**src/global_regs_consts.vh**
```
/*
 * Register offsets, field positions and reset values for the global lock,
 * soft reset, monitor window and output monitor select registers.
 * Assumes inclusion by bare name from the register bank module.
 */
`ifndef GLOBAL_REGS_CONSTS_VH
`define GLOBAL_REGS_CONSTS_VH

`define OFS_LOCK          12'h000
`define OFS_RESETS        12'h004
`define OFS_WINDOW        12'h008
`define OFS_SELECT        12'h00C

`define LOCK_BIT          0
`define RST_SPREAD_BIT    11
`define RST_XSWITCH_BIT   10
`define RST_OUTMON_BIT    4
`define RST_SHORT_BIT     3
`define RST_ACC_BIT       2
`define RST_LOSS_HI       1
`define RST_LOSS_LO       0

`define RESETS_MASK       32'h00000C1F
`define WINDOW_MASK       32'h00FFFFFF
`define SELECT_MASK       32'h01FFFFFF

`define SLOW_HI           23
`define SLOW_LO           16
`define FAST_HI           15
`define FAST_LO           0
`define OFF_BIT           24
`define OUTB_HI           23
`define OUTB_LO           12
`define OUT_HI            11
`define OUT_LO            0
`define NUM_OUTPUTS       12

`define RESET_ZERO        32'h00000000
`define FAST_MIN          16'h0002

`endif

```
**src/global_lock_reset_freqmon_regs.v**
```verilog
/*
 * APB register bank for the global lock, block soft resets, frequency
 * monitor window timing and output monitor selection, with the window
 * timers on the crystal clock domain expressed as ticks sampled on pclk.
 * Assumes an APB master, crystal clock ticks synchronous to pclk, and a
 * presetn that is asserted only at power cycling.
 */
// Overview of operation
// - Lock bit set blocks all OTP programming
// - Lock clears only by power-cycle reset
// - Bit 11 holds spread engine in reset
// - Spread reset also resets fast dividers
// - Bit 10 holds crystal switching in reset
// - Bit 4 holds output monitor in reset
// - Bit 3 holds short-term monitor in reset
// - Bit 2 holds accuracy monitor in reset
// - Bits 1:0 hold crystal loss monitors
// - Slow window counts completed fast windows
// - Fast window counts crystal cycles, minimum two
// - Each monitor picks slow or fast window
// - Shutdown bit disables all output monitoring
// - Bits 11:0 enable true output monitoring
// - Bits 23:12 enable complementary output monitoring
// - Unselected true output status forced zero
// - Unselected complementary output status forced zero
`timescale 1ns/10ps
`include "global_regs_consts.vh"

module global_lock_reset_freqmon_regs
(
   // APB slave.
   input  wire        pclk,
   input  wire        presetn,
   input  wire        psel,
   input  wire        penable,
   input  wire        pwrite,
   input  wire [11:0] paddr,
   input  wire [31:0] pwdata,
   output reg  [31:0] prdata,
   output reg         pready,
   output reg         pslverr,
   // OTP programming request and grant.
   input  wire        otp_prog_req,
   output reg         otp_prog_grant,
   output reg         otp_locked,
   // Block resets.
   output reg         spread_engine_reset,
   output reg         high_perf_divider_a_reset,
   output reg         high_perf_divider_b_reset,
   output reg         crystal_switch_reset,
   output reg         output_monitor_reset,
   output reg         short_term_monitor_reset,
   output reg         crystal_accuracy_reset,
   output reg  [1:0]  crystal_loss_monitor_reset,
   // Window timing, crystal clock tick and per-monitor window choice.
   input  wire        xtal_tick,
   input  wire [11:0] monitor_use_slow,
   output reg         fast_window_end,
   output reg         slow_window_end,
   output reg  [11:0] monitor_window_end,
   // Output frequency status from the monitors, and gated status.
   input  wire [11:0] raw_out_sts,
   input  wire [11:0] raw_outb_sts,
   output reg  [11:0] out_sts,
   output reg  [11:0] outb_sts,
   output reg  [11:0] out_mon_enable,
   output reg  [11:0] outb_mon_enable
);

   reg  [31:0] lock_q;
   reg  [31:0] resets_q;
   reg  [31:0] window_q;
   reg  [31:0] select_q;
   reg  [15:0] fast_cnt_q;
   reg  [7:0]  slow_cnt_q;
   reg  [31:0] rdata_d;
   reg         hit_d;
   wire        wr_en;
   wire        rd_en;
   wire        mon_off;
   wire [15:0] fast_len;
   wire [7:0]  slow_len;
   wire        fast_wrap;
   wire        slow_wrap;

   assign wr_en    = psel & penable & pwrite;
   assign rd_en    = psel & penable & ~pwrite;
   assign mon_off  = select_q[`OFF_BIT];
   assign fast_len = window_q[`FAST_HI:`FAST_LO];
   assign slow_len = window_q[`SLOW_HI:`SLOW_LO];
   // Lengths below the minimum are treated as the minimum so the timer runs.
   assign fast_wrap = xtal_tick &
      (fast_cnt_q >= ((fast_len < `FAST_MIN) ? (`FAST_MIN - 16'h0001)
                                               : (fast_len - 16'h0001)));
   assign slow_wrap = fast_wrap & (slow_cnt_q + 8'h01 >= slow_len);

   ////////////////////////////////////////////////////////////////////////
   // Address decode and read mux.

   always @*
   begin
      rdata_d = `RESET_ZERO;
      hit_d   = 1'b1;
      case (paddr)
         `OFS_LOCK:   rdata_d = lock_q;
         `OFS_RESETS: rdata_d = resets_q;
         `OFS_WINDOW: rdata_d = window_q;
         `OFS_SELECT: rdata_d = select_q;
         default:     hit_d   = 1'b0;
      endcase
   end

   ////////////////////////////////////////////////////////////////////////
   // APB handshake: one wait state, answer in the second access cycle.

   always @(posedge pclk or negedge presetn)
   begin
      if (!presetn)
      begin
         pready  <= 1'b0;
         pslverr <= 1'b0;
         prdata  <= 32'h00000000;
      end
      else
      begin
         pready  <= psel & penable & ~pready;
         pslverr <= psel & penable & ~pready & ~hit_d;
         prdata  <= (rd_en & ~pready & hit_d) ? rdata_d : 32'h00000000;
      end
   end

   ////////////////////////////////////////////////////////////////////////
   // Registers; writes land on the edge where pready is sampled high.

   always @(posedge pclk or negedge presetn)
   begin
      if (!presetn)
      begin
         lock_q   <= `RESET_ZERO;
         resets_q <= `RESET_ZERO;
         window_q <= `RESET_ZERO;
         select_q <= `RESET_ZERO;
      end
      else if (wr_en & pready)
      begin
         case (paddr)
            // Write one sets; a zero leaves the lock as it is.
            `OFS_LOCK:
               lock_q[`LOCK_BIT] <= lock_q[`LOCK_BIT] | pwdata[`LOCK_BIT];
            `OFS_RESETS: resets_q <= pwdata & `RESETS_MASK;
            `OFS_WINDOW: window_q <= pwdata & `WINDOW_MASK;
            `OFS_SELECT: select_q <= pwdata & `SELECT_MASK;
            default:     lock_q   <= lock_q;
         endcase
      end
   end

   ////////////////////////////////////////////////////////////////////////
   // OTP lock and block reset outputs.

   always @(posedge pclk or negedge presetn)
   begin
      if (!presetn)
      begin
         otp_prog_grant             <= 1'b0;
         otp_locked                 <= 1'b0;
         spread_engine_reset        <= 1'b0;
         high_perf_divider_a_reset  <= 1'b0;
         high_perf_divider_b_reset  <= 1'b0;
         crystal_switch_reset       <= 1'b0;
         output_monitor_reset       <= 1'b0;
         short_term_monitor_reset   <= 1'b0;
         crystal_accuracy_reset     <= 1'b0;
         crystal_loss_monitor_reset <= 2'h0;
      end
      else
      begin
         otp_prog_grant             <= otp_prog_req & ~lock_q[`LOCK_BIT];
         otp_locked                 <= lock_q[`LOCK_BIT];
         spread_engine_reset        <= resets_q[`RST_SPREAD_BIT];
         high_perf_divider_a_reset  <= resets_q[`RST_SPREAD_BIT];
         high_perf_divider_b_reset  <= resets_q[`RST_SPREAD_BIT];
         crystal_switch_reset       <= resets_q[`RST_XSWITCH_BIT];
         output_monitor_reset       <= resets_q[`RST_OUTMON_BIT];
         short_term_monitor_reset   <= resets_q[`RST_SHORT_BIT];
         crystal_accuracy_reset     <= resets_q[`RST_ACC_BIT];
         crystal_loss_monitor_reset <= resets_q[`RST_LOSS_HI:`RST_LOSS_LO];
      end
   end

   ////////////////////////////////////////////////////////////////////////
   // Window timers; held in reset with the output monitor.

   always @(posedge pclk or negedge presetn)
   begin
      if (!presetn)
      begin
         fast_cnt_q      <= 16'h0000;
         slow_cnt_q      <= 8'h00;
         fast_window_end <= 1'b0;
         slow_window_end <= 1'b0;
      end
      else if (resets_q[`RST_OUTMON_BIT] | mon_off)
      begin
         fast_cnt_q      <= 16'h0000;
         slow_cnt_q      <= 8'h00;
         fast_window_end <= 1'b0;
         slow_window_end <= 1'b0;
      end
      else
      begin
         fast_window_end <= fast_wrap;
         slow_window_end <= slow_wrap;
         if (xtal_tick)
            fast_cnt_q <= fast_wrap ? 16'h0000 : fast_cnt_q + 16'h0001;
         if (fast_wrap)
            slow_cnt_q <= slow_wrap ? 8'h00 : slow_cnt_q + 8'h01;
      end
   end

   ////////////////////////////////////////////////////////////////////////
   // Per-output window choice, enables and status gating.

   genvar n;
   generate
      for (n = 0; n < `NUM_OUTPUTS; n = n + 1)
      begin : g_out
         always @(posedge pclk or negedge presetn)
         begin
            if (!presetn)
            begin
               monitor_window_end[n] <= 1'b0;
               out_mon_enable[n]     <= 1'b0;
               outb_mon_enable[n]    <= 1'b0;
               out_sts[n]            <= 1'b0;
               outb_sts[n]           <= 1'b0;
            end
            else
            begin
               monitor_window_end[n] <= (resets_q[`RST_OUTMON_BIT] | mon_off) ? 1'b0 :
                  (monitor_use_slow[n] ? slow_wrap : fast_wrap);
               out_mon_enable[n]  <= ~mon_off & select_q[`OUT_LO + n];
               outb_mon_enable[n] <= ~mon_off & select_q[`OUTB_LO + n];
               out_sts[n]  <= ~mon_off & select_q[`OUT_LO + n] & raw_out_sts[n];
               outb_sts[n] <= ~mon_off & select_q[`OUTB_LO + n] & raw_outb_sts[n];
            end
         end
      end
   endgenerate

endmodule

```
**config.mk**
```make
export PLATFORM = sky130hd
export DESIGN_NAME = global_lock_reset_freqmon_regs
export DESIGN_NICKNAME = d
export VERILOG_FILES = /design/src/global_lock_reset_freqmon_regs.v
export VERILOG_INCLUDE_DIRS = /design/src
export SDC_FILE = /design/constraint.sdc
export NUM_CORES = 1
export LEC_CHECK = 0
export BUFFER_PORTS_ARGS = -buffer_cell sky130_fd_sc_hd__clkbuf_2
export CORE_MARGIN = 2
export CORE_UTILIZATION = 45
export CTS_CLUSTER_SIZE = 12
export DETAILED_ROUTE_END_ITERATION = 6
export GPL_ROUTABILITY_DRIVEN = 0
export PLACE_DENSITY = 0.69
export SYNTH_ARGS = -nofsm -noshare
export SYNTH_HDL_FRONTEND = slang
export SYNTH_SLANG_ARGS = --single-unit
export TNS_END_PERCENT = 1
```
**constraint.sdc**
```tcl
create_clock -name pclk -period 5.2 [get_ports pclk]
set_input_delay 1.04 -clock pclk [delete_from_list [all_inputs] [get_ports pclk]]
set_output_delay 1.04 -clock pclk [all_outputs]
set_load 0.05 [all_outputs]
```
* Word level (Yosys, flattened, before mapping)
Cells that the tools add are included.
** Cells by class
- $add $sub $neg :: 3
- Magnitude comparators :: 3
- Eq/ne operators :: 3
- Muxes and demuxes :: 36
- Bitwise gates (word level) :: 66
- Reductions and logical operators :: 8
** Operators by type and width (count)
- $pmux 25 s4 :: 1
- $mux 16 :: 4
- $and 1x1->1 :: 59
- $mux 32 :: 1
- $mux 1 :: 27
- $eq 12x4->1 const B :: 2
- $mux 8 :: 3
- $add 16x1->16 const B :: 1
- $ge 16x16->1 :: 1
- $lt 16x2->1 const B :: 1
- $sub 16x1->16 const B :: 1
- $eq 12x3->1 const B :: 1
- $logic_not 12->1 :: 1
- $add 8x1->8 const B :: 1
- $ge 8x8->1 :: 1
- $reduce_and 2->1 :: 4
- $not 1->1 :: 5
- $reduce_bool 2->1 :: 2
- $reduce_or 4->1 :: 1
- $or 1x1->1 :: 2
** Storage, ports and cells
- Bits in registers :: 186
- Input bits :: 87
- Output and inout port bits :: 107
- Word-level logic and storage cells :: 198

* Logic depth before layout (Yosys ltp)
- Depth after elaboration :: 8
- Gate-level depth with buffers :: 15
- Gate-level depth less buffers :: 13

* Worst setup path after synthesis
Ideal clock, no wire load.
- Path kind :: reg-to-reg
- From :: register window_q[6]
- To :: register fast_cnt_q[7]
- Setup time :: 119 ps
- Arrival :: 3571 ps
- Required time :: 5081 ps
- Slack :: 1510 ps
- Cell stages (with the launch flop) :: 16
- Path buffers :: 2
- Period minus slack after synthesis :: 3690 ps
- Path through :: dfrtp_1 > nor3_1 > nand3b_1 > nor2_1 > or4b_2 > nor3_1 > a21oi_1 > ha_1 > and4_1 > nand4_1 > or4_4 > nand4_1 > and2_1 > buf_4 > buf_6 > nor2_1
** On the way
- Longest elaborated chain between the ends :: 7
- Elaborated cells between the ends (all ways) :: 8
- Classes of those cells :: add/sub (1); order compare (2); mux (4); bitwise (1)
** Ends and longest elaborated chain
- from (decl) :: RTL line global_lock_reset_freqmon_regs.v:72 : reg [31:0] window_q;
- from (signal assigned) :: RTL line global_lock_reset_freqmon_regs.v:141 : window_q <= `RESET_ZERO;
- from (signal assigned) :: RTL line global_lock_reset_freqmon_regs.v:151 : `OFS_WINDOW: window_q <= pwdata & `WINDOW_MASK;
- $sub 16x1->16 or $lt 16x2->1 (tied branches)
- $mux 16 (*) :: RTL line global_lock_reset_freqmon_regs.v:93 : (fast_cnt_q >= ((fast_len < `FAST_MIN) ? (`FAST_MIN - 16'h0001)
- $ge 16x16->1 (*) :: RTL line global_lock_reset_freqmon_regs.v:93
- $and 1x1->1 (*) :: RTL line global_lock_reset_freqmon_regs.v:92 : assign fast_wrap = xtal_tick &
- $mux 16 (*) :: RTL line global_lock_reset_freqmon_regs.v:215 : fast_cnt_q <= fast_wrap ? 16'h0000 : fast_cnt_q + 16'h0001;
- $mux 16 (*) :: RTL line global_lock_reset_freqmon_regs.v:214 : if (xtal_tick)
- $mux 16 (*) :: RTL line global_lock_reset_freqmon_regs.v:203 : else if (resets_q[`RST_OUTMON_BIT] | mon_off)
- to (signal assigned) :: RTL line global_lock_reset_freqmon_regs.v:215
- to (decl) :: RTL line global_lock_reset_freqmon_regs.v:74 : reg [15:0] fast_cnt_q;
Mark *: on every way between the ends. The rest lies on a longest branch, timed or not. The select of a mux whose other input is x is not followed.
A chain may end at the register's enable or synchronous reset.

* Worst setup path in the final report
- From :: register window_q[5]
- To :: register fast_cnt_q[1]
The elaborated chain is that of the path after synthesis.

==> metrics.cfg <==
[pwr]
share_of_power_burned_in_registers_pct=46.4
vdd_drop_max_v=0.0002005
leakage_nw=4.899
p_total_w=0.003183
power_frac_comb_pct=15.2
p_sw_w=0.0009163
sw_frac_of_total_pct=28.78
clock_power_share_pct=38.4
intPower_w=0.002267
pwr_density_cell_nw_per_um2=341.2

[route]
dr.first_iter.drc_count=300
finalWirelength_mm=16.17
firstDrtPassIters=4
routed_wire_length_per_instance_um=15.41
num_vias=5201
route.detailed.vias_per_inst=4.958
drcViolationCount=0
detail-route-antenna-nets=0

[cts]
cts_setup_buffers=0
numClockSinks=179
max-clock-path-buffers=2
cts.clk_slew.worst_paths_ps=60
holdBufCountCts=0
clkLatencyLatePin_ps=430
ctsHtreeMaxLevel=4
cts-buffers-inserted=17
cts-root-buf=clkbuf_16
cts.repair.resized=0
cts_tree=yes

[worst_setup_path]
critPathLaunchType=flip-flop
worstReg2RegStart=window_q[5]$_DFFE_PN0P_
worst_r2r_path_depth=13
worst_path_dominant_cell_family=simple AND/OR/NAND/NOR gates
slowest_stage=or4b_2
critPathMaxFanout=16
required_ps=5490
minimum_setup_slack_among_reg_to_reg_paths_ps=770
r2r_end=fast_cnt_q[1]$_DFFE_PN0P_
path_cells=nor3_1 -> nand3b_1 -> nor2_1 -> or4b_2 -> nor3_1 -> a21oi_1 -> ha_1 -> and4_1 -> nand4_1 -> or4_4 -> nand4_1 -> and2_1 -> o21ai_0
critical_path_arrival_ps=4710
crit_path_end_kind=flip-flop
stages_on_worst_setup_path=13
timing.critical_path.buf_inv=0
criticalPathCategory=flip-flop to flip-flop
cp-endpoint=fast_cnt_q[1]$_DFFE_PN0P_
worst_path_largest_cell_delay_ps=610
critical_path.startpoint=window_q[5]$_DFFE_PN0P_

[yosys]
netlist_instances=639
yosys.cell_count.top_type=dfrtp_1
synthTopCellsByArea=dfrtp_1 58%, mux2_2 8.9%, ha_1 4.4%
yosysSeqAreaShare_pct=58.17
synthesis.area_per_instance_um2=12.05
synth_largest_type_area_fraction_pct=58.17
netlist_area_um2=7700
yosys_warnings=0
total_of_flip_flops_plus_latches_after_synthesis=179
synth_top_area_cell=dfrtp_1
synth_enable_flop_cells=0
synthDistinctLibCells=50
synth.top_cells.by_count=179 x dfrtp_1, 61 x mux2_2, 58 x nor2_1
most_frequently_used_flop_master_after_synthesis=dfrtp_1
ys_async_sr_fraction_pct=100.0

[timing]
final-setup-viol-count=0
worst-slew-pin-transition_ps=1088
finalCritPeriodShare_pct=85.16
unrepaired_setup_endpoints_after_global_routing=no
final-hold-violation-count=0
achievable-frequency_mhz=225.8
finalCriticalPeriod_ps=4428
max_slew_margin_pct=27.48
worst_clock_skew_ps=8.679
setup_tns_ps=0
pins_over_slew_limit=0

[floorplan]
die-area_um2=18170
placement_rows=47
chipHeight_um=134.8
boundaryPins=194
initial_utilization_pct=46.27
design.core.area_um2=16640
dieWidth_um=134.8

[global_routing]
gr-usage-met3_pct=4.204
number_of_antenna_violations_at_the_first_check_in_global_routing=0
global_route.peak_usage_layer=met2
use_met1_pct=25.79
groute.layer.met2.usage_pct=29.05
grt.total_usage_pct=18.37
gr-total-overflow=0
grt_max_degree=114
wire_length_of_the_first_global_routing_pass_mm=26.26
via_count_of_the_first_global_routing_pass=5100

[layout]
layout-drive-gt1-share_pct=35.59
areaGrowthSynthToFinish_pct=21.16
final-instance-count-excl-fill=1049
diodes=0
nNetsFinal=931

[placement]
hpwlAfterDp_mm=11.45
place_inst=1018
port_buffers=179

[flow_run]
max_cap_violations=0

[hold_path]
worstHoldPathType=flip-flop to flip-flop

[status]
run_status=finished clean

-- through the flow --
step / util, % / hold WS (ps) / instance area (um^2) / setup slack (ps)
2_1_floorplan: - / 370.0 / 7722 / 1510
3_3_place_gp: 52.69 / 382.5 / 8768 / 874.0
3_5_place_dp: 52.69 / 388.1 / 8768 / 778.8
4_1_cts: 56.06 / 402.9 / 9329 / 762.8
5_1_grt: 56.06 / 422.0 / 9329 / 377.5
6_report: 56.06 / 397.8 / 9329 / 771.9
-- worst reg2reg max path, stage by stage, from the launching register on --
cell and delay [ps]:
dfrtp_1 450, nor3_1 400, nand3b_1 240, nor2_1 160, or4b_2 610, nor3_1 160, a21oi_1 70, ha_1 290
and4_1 220, nand4_1 140, or4_4 580, nand4_1 240, and2_1 560, o21ai_0 170
-- kinds of logic (layout without fill, tap and decap cells) --
family | after synthesis | count (layout) | share of synthesized area [%]
DFF | 179 | 179 | 58.17
other | 1 | 7 | 0.04870
adders and majority gates | 27 | 27 | 4.387
buffers and inverters | 51 | 235 | 3.380
and+or+nand+nor | 215 | 215 | 14.45
AOI/OAI and AO/OA | 75 | 75 | 7.199
muxes | 63 | 63 | 9.181
xor gates and xnor gates | 28 | 28 | 3.185
-- routing by layer --
metal | vias up | share of wire, % | wire (um)
li1 | 2551 | - | -
met1 | 2511 | 47 | 7545
met2 | 127 | 47 | 7653
met3 | 12 | 5.1 | 818
met4 | 0 | 0.93 | 150
met5 | - | 0 | 0
-- how the worst min path moves through the flow --
| stage | from | to | slack (ps) | cells after the start |
|---|---|---|---|---|
| after floorplan | resets_q[0]$_DFFE_PN0P_ | crystal_loss_monitor_reset[0]$_DFF_PN0_ | 370 | 0 |
| after global placement | resets_q[11]$_DFFE_PN0P_ | high_perf_divider_b_reset$_DFF_PN0_ | 380 | 0 |
| after detailed placement | resets_q[1]$_DFFE_PN0P_ | crystal_loss_monitor_reset[1]$_DFF_PN0_ | 390 | 0 |
| after CTS | resets_q[11]$_DFFE_PN0P_ | high_perf_divider_b_reset$_DFF_PN0_ | 400 | 0 |
| after global routing | resets_q[3]$_DFFE_PN0P_ | short_term_monitor_reset$_DFF_PN0_ | 420 | 0 |
| final | resets_q[11]$_DFFE_PN0P_ | high_perf_divider_b_reset$_DFF_PN0_ | 400 | 0 |
-- power by group through the flow --
stage	Clock, W	Sequential (W)	Combinational (W)
6_report	0.00122	0.00148	0.000484
2_1_floorplan	0	0.00165	0.000222
3_3_place_gp	0	0.00150	0.000483
5_1_grt	0.00131	0.00148	0.000530
4_1_cts	0.00124	0.00148	0.000493
3_5_place_dp	0	0.00150	0.000492
-- registers in the layout, summed over array words and instances, names as in the netlist, 2 cells and up --
signal                      count
prdata                         25
select_q                       25
window_q                       24
fast_cnt_q                     16
monitor_window_end             12
out_mon_enable                 12
out_sts                        12
outb_mon_enable                12
outb_sts                       12
slow_cnt_q                      8
resets_q                        7
crystal_loss_monitor_reset      2
-- cell usage in the layout, fill, tap and decap left out, types with 2 or more instances in the layout --
cell type	count
nor4_1	4
mux2_2	61
nand2b_1	6
buf_4	6
clkbuf_1	2
o21ai_0	7
clkbuf_2	178
o31ai_1	2
clkinvlp_4	4
a21o_1	2
and3_1	9
o22ai_1	2
nor2_1	58
nand3_1	11
inv_6	4
and2_1	27
and4_1	2
a21oi_1	13
a21oi_2	10
or3_1	3
mux2i_1	2
or2_2	2
nand4_1	12
inv_1	19
dfrtp_1	179
ha_1	27
xor2_1	21
a41o_1	3
a22oi_1	24
o211ai_1	2
nand3b_1	2
clkbuf_8	3
nor3_1	9
xnor2_1	7
nor2b_1	26
conb_1	7
nand2_1	37
o2bb2ai_1	3
clkbuf_16	17
-- cell type report --
class | instances | area (um^2)
inverters | 19 | 71.32
repair buffers | 185 | 949.7
well taps | 220 | 275.3
multi-input cells | 415 | 2993
clock buffers | 21 | 460.4
clock inverters | 10 | 100.1
fillers | 1452 | 7313
flip-flops and latches | 179 | 4479
No activity file was read; power rests on OpenSTA's default activity.
